File: src/inc/rsx_pkg.sv
// Shared types and constants for the rotate/swap/xor/direction executor.
// Assumes a single core clock and an active-low asynchronous reset.
package rsx_pkg;

    // ********************************************************
    // Widths and sizes
    // ********************************************************
    localparam int unsigned RSX_DATA_W = 8;
    localparam int unsigned RSX_ADDR_W = 5;
    localparam int unsigned RSX_FILE_DEPTH = 32;

    // ********************************************************
    // Field positions
    // ********************************************************
    localparam int unsigned RSX_MSB = 7;
    localparam int unsigned RSX_LSB = 0;
    localparam int unsigned RSX_HI_NIB_LO = 4;
    localparam int unsigned RSX_LO_NIB_HI = 3;

    // ********************************************************
    // Operand and destination codes
    // ********************************************************
    localparam logic [4:0] RSX_DIR_OPERAND = 5'h06;
    localparam logic RSX_DEST_ACC = 1'h0;
    localparam logic RSX_DEST_FILE = 1'h1;

    // ********************************************************
    // Values after reset
    // ********************************************************
    localparam logic [7:0] RSX_ACC_RESET = 8'h00;
    localparam logic [7:0] RSX_FILE_RESET = 8'h00;
    localparam logic [7:0] RSX_DIR_RESET = 8'hFF;
    localparam logic RSX_CARRY_RESET = 1'h0;
    localparam logic RSX_ZERO_RESET = 1'h0;

    // ********************************************************
    // Types
    // ********************************************************
    // Instruction selector
    typedef enum logic [2:0] {
        RSX_OP_ROTATE_RIGHT_VIA_CARRY = 3'h0,
        RSX_OP_NIBBLE_EXCHANGE = 3'h1,
        RSX_OP_XOR_FILE_WITH_ACC = 3'h2,
        RSX_OP_XOR_LITERAL_WITH_ACC = 3'h3,
        RSX_OP_DIRECTION_LOAD = 3'h4
    } rsx_op_t;

    // One instruction as issued by the sequencer
    typedef struct packed {
        rsx_op_t op;
        logic [4:0] addr;
        logic dest;
        logic [7:0] literal;
    } rsx_instr_t;

    // Status flags touched by this block
    typedef struct packed {
        logic carry;
        logic zero;
    } rsx_flags_t;

    // Result of the operation unit
    typedef struct packed {
        logic [7:0] value;
        rsx_flags_t flags;
        logic upd_carry;
        logic upd_zero;
        logic write_dest;
        logic write_dir;
    } rsx_alu_out_t;

endpackage

File: src/rsx_exec.sv
// Executor for rotate, nibble swap, exclusive OR and direction load.
// Assumes one instruction per cycle from the core sequencer, inputs
// synchronous to core_clk_i, and the file register array held here.
`timescale 1ns/1ps

// Overview of operation
// - Rotate right file register; only carry changes
// - Destination 0 to accumulator, 1 to file
// - Swap nibbles of file register; flags untouched
// - Direction load copies accumulator for operand 6 only; no flags change
// - File xor with accumulator; only zero changes
// - Literal xor into accumulator; only zero changes
module rsx_exec
    import rsx_pkg::*;
(
    // Clock and reset
    input wire logic core_clk_i,
    input wire logic reset_n_i,
    // Instruction issue
    input wire logic instr_valid_i,
    input wire rsx_instr_t instr_i,
    // Preload port for accumulator and file registers
    input wire logic preload_valid_i,
    input wire logic preload_to_file_i,
    input wire logic [4:0] preload_addr_i,
    input wire logic [7:0] preload_data_i,
    // File register read-back
    input wire logic [4:0] read_addr_i,
    output logic [7:0] read_data_o,
    // Architectural state
    output logic [7:0] acc_o,
    output rsx_flags_t flags_o,
    output logic [7:0] direction_o,
    // Completion
    output logic done_o,
    output logic [7:0] result_o
);

    // ********************************************************
    // State
    // ********************************************************
    logic [7:0] file_q [RSX_FILE_DEPTH]; // File register array
    logic [7:0] file_d [RSX_FILE_DEPTH];
    logic [7:0] acc_q; // Working register
    logic [7:0] acc_d;
    rsx_flags_t flags_q; // Carry and zero
    rsx_flags_t flags_d;
    logic [7:0] dir_q; // Port direction register
    logic [7:0] dir_d;
    logic done_q; // One-cycle completion pulse
    logic done_d;
    logic [7:0] result_q; // Last computed value
    logic [7:0] result_d;
    logic [7:0] read_q; // Registered read-back
    logic [7:0] read_d;

    // ********************************************************
    // Operand fetch and operation unit
    // ********************************************************
    logic [7:0] file_src; // Addressed file register
    rsx_alu_out_t alu_res; // Operation result

    assign file_src = file_q[instr_i.addr];

    rsx_alu u_alu (
        .instr_i(instr_i),
        .acc_i(acc_q),
        .file_i(file_src),
        .flags_i(flags_q),
        .res_o(alu_res)
    );

    // ********************************************************
    // Next-state logic
    // ********************************************************
    // An instruction outranks a preload in the same cycle, so the
    // sequencer never sees its own write lost behind a test load.
    always_comb begin
        file_d = file_q;
        acc_d = acc_q;
        flags_d = flags_q;
        dir_d = dir_q;
        done_d = 1'h0;
        result_d = result_q;
        read_d = file_q[read_addr_i];
        if (instr_valid_i) begin
            done_d = 1'h1;
            result_d = alu_res.value;
            // Flags change only where the operation owns them
            if (alu_res.upd_carry) begin
                flags_d.carry = alu_res.flags.carry;
            end
            if (alu_res.upd_zero) begin
                flags_d.zero = alu_res.flags.zero;
            end
            if (alu_res.write_dir) begin
                dir_d = alu_res.value;
            end
            if (alu_res.write_dest) begin
                // Literal form always lands in the accumulator
                if (instr_i.op == RSX_OP_XOR_LITERAL_WITH_ACC) begin
                    acc_d = alu_res.value;
                end else if (instr_i.dest == RSX_DEST_FILE) begin
                    file_d[instr_i.addr] = alu_res.value;
                end else begin
                    acc_d = alu_res.value;
                end
            end
        end else if (preload_valid_i) begin
            // Preload touches no flags
            if (preload_to_file_i) begin
                file_d[preload_addr_i] = preload_data_i;
            end else begin
                acc_d = preload_data_i;
            end
        end
    end

    // ********************************************************
    // Registers
    // ********************************************************
    // Reset gives constants only; array cleared by a loop
    always_ff @(posedge core_clk_i or negedge reset_n_i) begin
        if (!reset_n_i) begin
            for (int i = 0; i < RSX_FILE_DEPTH; i++) begin
                file_q[i] <= RSX_FILE_RESET;
            end
            acc_q <= RSX_ACC_RESET;
            flags_q <= '{carry: RSX_CARRY_RESET, zero: RSX_ZERO_RESET};
            dir_q <= RSX_DIR_RESET;
            done_q <= 1'h0;
            result_q <= 8'h00;
            read_q <= 8'h00;
        end else begin
            file_q <= file_d;
            acc_q <= acc_d;
            flags_q <= flags_d;
            dir_q <= dir_d;
            done_q <= done_d;
            result_q <= result_d;
            read_q <= read_d;
        end
    end

    // ********************************************************
    // Outputs, all straight from flip-flops
    // ********************************************************
    assign acc_o = acc_q;
    assign flags_o = flags_q;
    assign direction_o = dir_q;
    assign done_o = done_q;
    assign result_o = result_q;
    assign read_data_o = read_q;

endmodule

File: src/rsx_alu.sv
// Combinational operation unit for the rotate/swap/xor/direction executor.
// Assumes operands are already fetched; holds no state.
`timescale 1ns/1ps

module rsx_alu
    import rsx_pkg::*;
(
    // Instruction and operands
    input wire rsx_instr_t instr_i,
    input wire logic [7:0] acc_i,
    input wire logic [7:0] file_i,
    input wire rsx_flags_t flags_i,
    // Result
    output rsx_alu_out_t res_o
);

    // ********************************************************
    // Helpers
    // ********************************************************
    // Zero test shared by both exclusive-OR forms
    function automatic logic rsx_is_zero(input logic [7:0] v);
        rsx_is_zero = (v == 8'h00);
    endfunction

    // ********************************************************
    // Operation decode
    // ********************************************************
    // Flags pass through unless an operation owns them
    always_comb begin
        res_o = '0;
        res_o.flags = flags_i;
        unique case (instr_i.op)
            RSX_OP_ROTATE_RIGHT_VIA_CARRY: begin
                // Old carry into the top, bottom bit out to carry
                res_o.value = {flags_i.carry, file_i[RSX_MSB:1]};
                res_o.flags.carry = file_i[RSX_LSB];
                res_o.upd_carry = 1'h1;
                res_o.write_dest = 1'h1;
            end
            RSX_OP_NIBBLE_EXCHANGE: begin
                // No flag changes at all
                res_o.value = {file_i[RSX_LO_NIB_HI:RSX_LSB],
                               file_i[RSX_MSB:RSX_HI_NIB_LO]};
                res_o.write_dest = 1'h1;
            end
            RSX_OP_XOR_FILE_WITH_ACC: begin
                res_o.value = acc_i ^ file_i;
                res_o.flags.zero = rsx_is_zero(acc_i ^ file_i);
                res_o.upd_zero = 1'h1;
                res_o.write_dest = 1'h1;
            end
            RSX_OP_XOR_LITERAL_WITH_ACC: begin
                res_o.value = acc_i ^ instr_i.literal;
                res_o.flags.zero =
                    rsx_is_zero(acc_i ^ instr_i.literal);
                res_o.upd_zero = 1'h1;
                res_o.write_dest = 1'h1;
            end
            RSX_OP_DIRECTION_LOAD: begin
                // Only the one legal operand reaches the register
                res_o.value = acc_i;
                res_o.write_dir =
                    (instr_i.addr == RSX_DIR_OPERAND);
            end
            default: begin
                // Illegal code: nothing is written
                res_o.value = 8'h00;
            end
        endcase
    end

endmodule

File: config.mk
export PLATFORM = sky130hd
export DESIGN_NAME = rsx_exec
export DESIGN_NICKNAME = d
export VERILOG_FILES = /design/src/inc/rsx_pkg.sv /design/src/rsx_exec.sv /design/src/rsx_alu.sv
export SDC_FILE = /design/constraint.sdc
export NUM_CORES = 1
export LEC_CHECK = 0
export CORE_ASPECT_RATIO = 1.4
export CORE_UTILIZATION = 54
export DETAILED_ROUTE_END_ITERATION = 8
export DONT_BUFFER_PORTS = 1
export HOLD_SLACK_MARGIN = 0.06
export MAX_ROUTING_LAYER = met4
export PLACE_DENSITY = 0.69
export SYNTH_ARGS = -nofsm -noshare
export SYNTH_HDL_FRONTEND = slang
export SYNTH_SLANG_ARGS = --single-unit
File: constraint.sdc
create_clock -name core_clk_i -period 2.69 [get_ports core_clk_i]
set_input_delay 0.269 -clock core_clk_i [delete_from_list [all_inputs] [get_ports core_clk_i]]
set_output_delay 0.269 -clock core_clk_i [all_outputs]
set_load 0.02 [all_outputs]
---- After elaboration in Yosys (flattened, before gate mapping) ----
Cells that the tools add are included.
word-level totals
  register bits after elaboration ......... 291
  word-level logic and storage cells ...... 105
  output and inout bits ................... 35
  input bits .............................. 40
operators by class
  order comparisons ....................... 5
  reductions and logical operators ........ 15
  eq/ne operators ......................... 10
  mux-type cells .......................... 31
  bitwise logic cells ..................... 5
operator list
  operator                                                number
  2-to-1 mux 256 bit                                      6
  bitwise mux 256 bit                                     2
  2-to-1 mux 8 bit                                        12
  binary-select mux 8 bit (select 5 bit)                  2
  demux 8 bit (select 5 bit)                              2
  case mux 8 bit (5 select lines)                         1
  >= comparator 6 bit (second input constant)             3
  NOT 5 -> 6 bit                                          3
  zero test 8 bit                                         2
  XOR 8 bit                                               2
  < comparator 6 x 1 -> 1 bit (second input constant)     2
  equality test 3 x 2 -> 1 bit (second input constant)    2
  AND reduction 3 bit                                     2
  nonzero test 2 bit                                      3
  equality test 5 x 3 -> 1 bit (second input constant)    1
  2-to-1 mux 1 bit                                        5
  AND reduction 5 bit                                     1
  inequality test 2 x 1 -> 1 bit (second input constant)  2
  inequality test 2 bit (second input constant)           2
  AND reduction 4 bit                                     1
  OR reduction 4 bit                                      1
  equality test 3 x 1 -> 1 bit (second input constant)    1
  equality test 3 bit (second input constant)             1
  zero test 3 bit                                         1
  5 further kinds                                         6

---- Longest topological paths before layout ----
Gate-level depths: netlist of run 1.
  depth after elaboration ................. 11
  gate-level depth with buffers ........... 12
  depth with buffers taken out ............ 8

---- Hierarchy ----
A second synthesis of run 1 with hierarchy kept.
unflattened totals
  cells, all modules ...................... 1479
  area total of the unflattened synthesis .. 18639.1 sq um
by module, submodules not included
  module    seq. area each (sq um)  times used  cells an instance  area an instance (sq um)
  rsx_exec  7292.0                  1           1395               18089.8
  rsx_alu   0.0                     1           84                 549.3

---- Worst setup path after synthesis of run 1 ----
OpenSTA, ideal clock, no wires.
  kind .................................... input -> register
  from .................................... input read_addr_i[0]
  to ...................................... register read_q[0] (netlist: read_data_o[0])
  setup slack ............................. 110 ps
  stages .................................. 5
  library setup time ...................... 125 ps
  arrival time ............................ 2455 ps
  required time ........................... 2565 ps
  path buffers ............................ 2
  cell sequence ........................... clkbuf_1 > buf_1 > mux4_2 > mux4_2 > mux2_2
on the way
  word-level cells in the longest chain between the ends .. 4
RTL lines
  what                                                 RTL line         source
  start, declared                                      rsx_exec.sv:28   input wire logic [4:0] read_addr_i,
  NOT 5 -> 6 bit (implied by the code)                 rsx_exec.sv:85   read_d = file_q[read_addr_i];
  binary-select mux 8 bit (select 5 bit)               rsx_exec.sv:85
  2-to-1 mux 8 bit (implied by the code) (2 in a row)  rsx_exec.sv:85
  via read_d[0]                                        rsx_exec.sv:55   logic [7:0] read_d;
  end signal, assigned                                 rsx_exec.sv:141  read_q <= read_d;
  end, declared                                        rsx_exec.sv:54   logic [7:0] read_q;
The timed path passes the listed nets, and every way through them passes these cells. The select of a mux whose other input is x is not followed.
A chain may end at the register's enable or synchronous reset.

---- Final worst setup path of run 1 ----
  from .................................... register file_q[224] (netlist name)
  to ...................................... register file_q[232] (netlist name)
on the way
  word-level cells in the longest chain between the ends .. 10
RTL lines
  what                                                 RTL line         source
  start, declared                                      rsx_exec.sv:42   logic [7:0] file_q [RSX_FILE_DEPTH];
  start signal, assigned                               rsx_exec.sv:135  file_q <= file_d;
  binary-select mux 8 bit (select 5 bit)               rsx_exec.sv:63   assign file_src = file_q[instr_i.addr];
  2-to-1 mux 8 bit (implied by the code) (2 in a row)  rsx_exec.sv:63
  XOR 8 bit                                            rsx_alu.sv:47    res_o.value = acc_i ^ file_i;
  case mux 8 bit (5 select lines)                      rsx_alu.sv:32    unique case (instr_i.op)
  bitwise mux 256 bit                                  rsx_exec.sv:104  file_d[instr_i.addr] = alu_res.value;
  2-to-1 mux 256 bit                                   rsx_exec.sv:103  end else if (instr_i.dest == RSX_DEST_FILE) begin
  2-to-1 mux 256 bit                                   rsx_exec.sv:101  if (instr_i.op == RSX_OP_XOR_LITERAL_WITH_ACC) begin
  2-to-1 mux 256 bit                                   rsx_exec.sv:99   if (alu_res.write_dest) begin
  2-to-1 mux 256 bit                                   rsx_exec.sv:86   if (instr_valid_i) begin
No other way between the ends. The select of a mux whose other input is x is not followed.

==> results by group, run 1 <==
Status
  • Status: finished with violations
  • Failing checks: hold timing

Worst setup path
  • Most used cell along the critical path: buf_4
  • R2R cell count: 11
  • CP Capture Type: register
  • Worst Setup SP: file_q[224]
  • Worst reg2reg startpoint: file_q[224]
  • Crit path cell chain: mux2i_1, o22ai_1, nor4_1, nand2_1, buf_4, xnor2_2, o21ai_2, a21oi_4, buf_4, buf_12, o221ai_1
  • Crit path depth: 11
  • Critical path's largest stage delay: 0.40 ns
  • CP max-delay cell: dfrtp_1
  • Kind of critical path: register to register
  • Critical path peak fanout: 9
  • Crit path required time: 3.17 ns
  • CP delay by family, top: compound AO/OA/AOI/OAI gates
  • Worst path bufs/invs: 3
  • Worst Path Arrival: 3.14 ns
  • CP Launch Type: register

STA
  • Fin. Hold Viols: 283
  • Slew margin rel.: 21.2%
  • Worst hold slack: -0.620 ns
  • Worst-Margin Slew: 1.17 ns
  • Setup Viol. Count Final: 0
  • Tmin final: 2.66 ns
  • Slew Limit Fails: 0
  • Final Worst Setup Slack: 0.0326 ns
  • FMAX: 376 MHz
  • Tcrit/Tclk final: 98.8%
  • RSZ-0062 raised after global routing: yes
  • Clock Skews: 0.0158 ns

Routing
  • Routed Antenna Nets: 0
  • Per-cell routed wire length: 32.9 um
  • Via density: 7.52
  • Vias: 15200
  • Final wirelength: 66300 um
  • DRC: 0
  • Drt pass-1 iters: 7
  • Initial DRC count: 1809

Hold path
  • Worst Hold Class: primary input to async pin

Layout
  • Most common cell after layout, fill and taps aside: nand2_1
  • Share of cells above drive strength 1: 21.9%
  • Commonest non-fill, non-tap cells in the layout: 313 x nand2_1, 283 x dfrtp_1, 190 x o221ai_1
  • P&R area growth vs syn: 13.8%
  • N_diodes: 0
  • Nets: 1641
  • Core Util, Final: 62.7%
  • Cell Count, Final, Fillers Out: 2014

Synthesis
  • Top-area cell type share of the netlist area: 41.7%
  • Sequential-to-total area share from yosys stat: 43.0%
  • Synth Register Bits: 291
  • Cell variety after synth: 55
  • Post-synth EDFFs: 0
  • Synth top area cells: dfrtp_1 42%, mux4_2 11%, o221ai_1 9.8%
  • Mapped cell area: 0.0170 mm^2
  • Fraction of registers with async set/reset: 100%
  • Total number of yosys warnings: 0
  • Cells after synthesis: 1578
  • Top_reg_cell synth: dfrtp_1
  • Syn Area/Cell: 10.8 um^2
  • Yosys top cell by area: dfrtp_1
  • Synth Net Count: 1618

Place
  • GP Congestion: 1.05
  • DP Cell Count: 1931
  • DP HPWL: 43700 um
  • Setup WS pre-CTS: -0.175 ns
  • IO buf count: 0

Global route
  • Largest net degree at the start of global routing: 292
  • First-pass GRT wire length: 96600 um
  • GRT Residual Overflow: 0
  • Vias in the first global route: 14500
  • Initial antenna violation count: 0
  • All-Layer GR Usage: 41.8%

Pwr
  • PD cells: 645 mW/mm^2
  • Leakage power: 8.05 nW
  • Peak VDD IR: 571 uV
  • Power Total: 0.0125 W

Clock tree
  • CTS tree: built
  • Hold Buf Count CTS: 17
  • Root Driver: clkbuf_16
  • Total CTS buffers: 31
  • Clock transition at the registers of the reported paths: 0.06 ns
  • Max Buffers Root-to-Sink: 3
  • Worst-Skew Late Latency: 0.59 ns
  • CTS sink count: 291
  • H-tree Lvls: 1

Floorplanning
  • Die height: 212 um
  • Core Area: 0.0308 mm^2
  • Initial Util: 55.1%
  • Io pins: 75
  • Die area: 0.0321 mm^2
  • Standard-cell rows: 76
  • Chip width: 152 um

Flow run
  • Max Cap Viol: 0
[synthesized netlist by cell type (8+ instances only)]
cell type / n
a21oi_1: 16
dfstp_2: 8
clkbuf_1: 91
mux4_2: 80
o22ai_1: 95
buf_6: 10
o221ai_2: 25
o21ai_0: 34
buf_1: 12
mux2_2: 10
nand2_1: 315
buf_4: 8
xnor2_1: 10
o21ai_1: 30
buf_2: 33
o221ai_1: 190
a22oi_1: 11
nor2b_1: 9
nand2b_1: 11
nor4_1: 16
dfrtp_1: 283
nor2_1: 31
a32oi_1: 10
mux2i_1: 158
[metal layers]
layer	global-route usage, %	vias up	wire, um
li1	-	6235	-
met1	51.0	7577	23200
met2	65.2	1078	31200
met3	6.18	262	6440
met4	27.0	0	5430
met5	-	-	0
[sequential cells by signal, summed over array words and instances (netlist names)]
signal       flops
file_q         256
direction_o      8
flags_o          2
result_o         8
acc_o            8
done_o           1
read_data_o      8
[path summary, 6_finish.rpt]
kind / endpoint / slack [ns]
setup / recovery: file_q[232] / 0.03
hold / removal: file_q[61] / -0.62
setup reg to reg: file_q[232] / 0.03
hold reg to reg: file_q[165] / 0.51
max in group asynchronous: file_q[173] / 2.46
min in group core_clk_i: flags_o[0] / 0.08
[logic make-up (layout without fill, tap and decap cells)]
kind of cell | Yosys count | after routing | share of synthesized area [%]
simple gates | 437 | 437 | 11.4
compound gates | 430 | 430 | 19.9
flops | 291 | 291 | 43.0
mux | 248 | 248 | 20.6
buf+inv | 156 | 202 | 4.31
xor+xnor | 16 | 16 | 0.826
[report_power, final]
group          internal, W  switching [W]
combinational      0.00121        0.00138
clock              0.00255        0.00188
sequential         0.00491       0.000539
total              0.00867        0.00379
[area by class of cell]
type	instances	area, um^2
Clock inverter	16	164
Fill cell	2494	11500
Tap cell	390	488
Inverter	2	7.51
Multi-Input combinational cell	1131	9160
Clock buffer	40	870
Timing Repair Buffer	144	1330
Sequential cell	291	7290
[through the flow]
stage / hold slack (ns) / TNS (ns) / area, um^2
2_1_floorplan: -0.0266 / 0 / 17000
3_3_place_gp: -0.0140 / -15.10 / 17800
3_5_place_dp: -0.0134 / -14.01 / 17800
4_1_cts: -0.621 / 0 / 19000
5_1_grt: -0.620 / -0.0435 / 19300
6_report: -0.620 / 0 / 19300
[repair_timing]
action	4_1_cts	5_1_grt
endpoints found under the setup margin	142	221
gates cloned	0	4
hold endpoints to repair	325	291
setup buffers	0	6
pin swaps	0	8
gates resized for setup	6	29
Power figures use the tool's default switching activity.
==> run 2: changes to the inputs <==
--- a/config.mk
+++ b/config.mk
@@ -6,12 +6,11 @@
 export NUM_CORES = 1
 export LEC_CHECK = 0
 export CORE_ASPECT_RATIO = 1.4
-export CORE_UTILIZATION = 54
+export CORE_UTILIZATION = 40
 export DETAILED_ROUTE_END_ITERATION = 8
 export DONT_BUFFER_PORTS = 1
 export HOLD_SLACK_MARGIN = 0.06
 export MAX_ROUTING_LAYER = met4
-export PLACE_DENSITY = 0.69
 export SYNTH_ARGS = -nofsm -noshare
 export SYNTH_HDL_FRONTEND = slang
 export SYNTH_SLANG_ARGS = --single-unit
==> results by group, run 2 (same netlist as run 1, synthesis figures left out) <==
Status
  • Status: finished with violations
  • Failing checks: hold timing

Worst setup path
  • CP Launch Type: register
  • CP Capture Type: register
  • Crit path required time: 3.14 ns
  • Worst Setup SP: file_q[128]
  • Critical path peak fanout: 17
  • Kind of critical path: register to register
  • Worst reg2reg startpoint: file_q[128]
  • Worst Path Arrival: 3.14 ns

Routing
  • Per-cell routed wire length: 31.6 um
  • DRC: 0
  • Drt pass-1 iters: 6
  • Routed Antenna Nets: 0
  • Via density: 6.80
  • Final wirelength: 70000 um
  • Vias: 15100
  • Initial DRC count: 1859

STA
  • Worst hold slack: -0.618 ns
  • Fin. Hold Viols: 291
  • Slew margin rel.: 31.6%
  • FMAX: 372 MHz
  • Setup Viol. Count Final: 0
  • Clock Skews: 0.0189 ns
  • Worst-Margin Slew: 1.02 ns
  • RSZ-0062 raised after global routing: yes
  • Slew Limit Fails: 0
  • Tcrit/Tclk final: 100%
  • Setup TNS: 0 ns
  • Tmin final: 2.69 ns

Clock tree
  • CTS sink count: 291
  • Max Buffers Root-to-Sink: 3
  • Clock transition at the registers of the reported paths: 0.06 ns
  • CTS tree: built
  • H-tree Lvls: 1
  • Worst-Skew Late Latency: 0.60 ns
  • Total CTS buffers: 31
  • Root Driver: clkbuf_16

Place
  • Placed Area: 0.0184 mm^2
  • GP Congestion: 0.991
  • DP HPWL: 47100 um
  • IO buf count: 0

Pwr
  • Switching Fraction: 29.7%
  • Peak VDD IR: 512 uV
  • Leakage power: 8.31 nW
  • Sequential share of power: 42.5%
  • Sw power: 0.00380 W
  • Clock power share: 36.9%
  • PD cells: 641 mW/mm^2
  • Cell internal pwr: 0.00898 W
  • Logic pwr share: 20.6%

Layout
  • N_diodes: 0
  • Most flop-heavy register: file_q
  • Most common cell after layout, fill and taps aside: nand2_1
  • Nets: 1693
  • Fin area: 0.0199 mm^2
  • Commonest non-fill, non-tap cells in the layout: 313 x nand2_1, 283 x dfrtp_1, 190 x o221ai_1
  • Share of cells above drive strength 1: 23.2%
  • Max reg flops: 256
  • P&R area growth vs syn: 17.5%

Global route
  • Initial antenna violation count: 0
  • Largest net degree at the start of global routing: 292
  • Vias in the first global route: 14600
  • First-pass GRT wire length: 102000 um
  • GR Layer Usage met2: 52.8%
  • GRT Residual Overflow: 0
  • Most Crowded Layer GR: met2
  • Met1 usage: 40.5%
  • All-Layer GR Usage: 33.4%
  • Met3 GRT Util: 4.70%

Floorplanning
  • Io pins: 75
  • Chip width: 176 um
  • Initial Util: 40.9%
  • Core Area: 0.0415 mm^2
  • Standard-cell rows: 88
  • Die height: 246 um
  • Die area: 0.0433 mm^2

Hold path
  • Worst Hold Class: primary input to async pin

Flow run
  • Max Cap Viol: 0
-- run 2: changes by cell type in the layout (fill, tap and decap cells not counted), sizes merged --
| cell | previous run | this run |
|---|---|---|
| bufinv | 3 | 6 |
| buf | 124 | 171 |
| clkinv | 10 | 1 |
| clkbuf | 43 | 50 |
| dlygate4sd3 | 17 | 23 |
| clkinvlp | 2 | 0 |
-- run 2: worst paths after layout --
check                      depth (start not counted)          end  slack [ns]
max in group asynchronous                          0     acc_o[3]        2.84
setup reg to reg                                  11  file_q[248]      0.0002
setup / recovery                                  11  file_q[248]      0.0002
hold / removal                                     0  file_q[163]       -0.62
hold reg to reg                                    2  file_q[185]        0.51
min in group core_clk_i                            3  file_q[204]        0.08
-- run 2: metal layers --
metal | part of all wire, % | wire length [um]
met1 | 37 | 26100
met2 | 48 | 33200
met3 | 7.6 | 5320
met4 | 7.6 | 5340
met5 | 0 | 0
-- run 2: metrics by stage --
stage	setup WS, ns	power, W	cells	utilization [%]
after floorplan	0.110	0.00693	1578	-
after global placement	-0.202	0.00786	2133	44.3
after detailed placement	-0.222	0.00793	2133	44.3
after CTS	0.00446	0.0127	2211	47.5
after global routing	-0.0632	0.0132	2216	48.0
final	0.000163	0.0128	2216	48.0
-- run 2: final cells by class --
type	count	area, um^2
fill	3757	21600
multi-input combinational	1131	9170
sequential	291	7290
timing repair buffer	196	1720
clock buffer	48	890
tap	540	676
clock inverter	8	194
inverter	2	7.51
-- run 2: power by group through the flow --
stage / logic, W / registers, W / clock network [W]
3_3_place_gp: 0.00240 / 0.00546 / 0
2_1_floorplan: 0.00158 / 0.00535 / 0
3_5_place_dp: 0.00245 / 0.00549 / 0
6_report: 0.00263 / 0.00543 / 0.00472
4_1_cts: 0.00250 / 0.00541 / 0.00475
5_1_grt: 0.00275 / 0.00549 / 0.00491
-- run 2: what timing repair did --
item	4_1_cts	5_1_grt
cloned	0	2
hold buffers	22	1
setup endpoints to repair	242	223
hold endpoints to repair	332	300
gates resized for setup	7	25
buffers inserted	0	2
pin swaps	0	8
-- run 2: critical path, stage by stage (launching register included) --
cell and delay (ns):
dfrtp_1 0.42, mux2i_2 0.30, o22ai_1 0.15, nor4_2 0.42, nand2_1 0.10, buf_4 0.17
xnor2_1 0.17, o21ai_1 0.14, a21oi_4 0.17, buf_12 0.15, clkbuf_16 0.21, o221ai_1 0.14
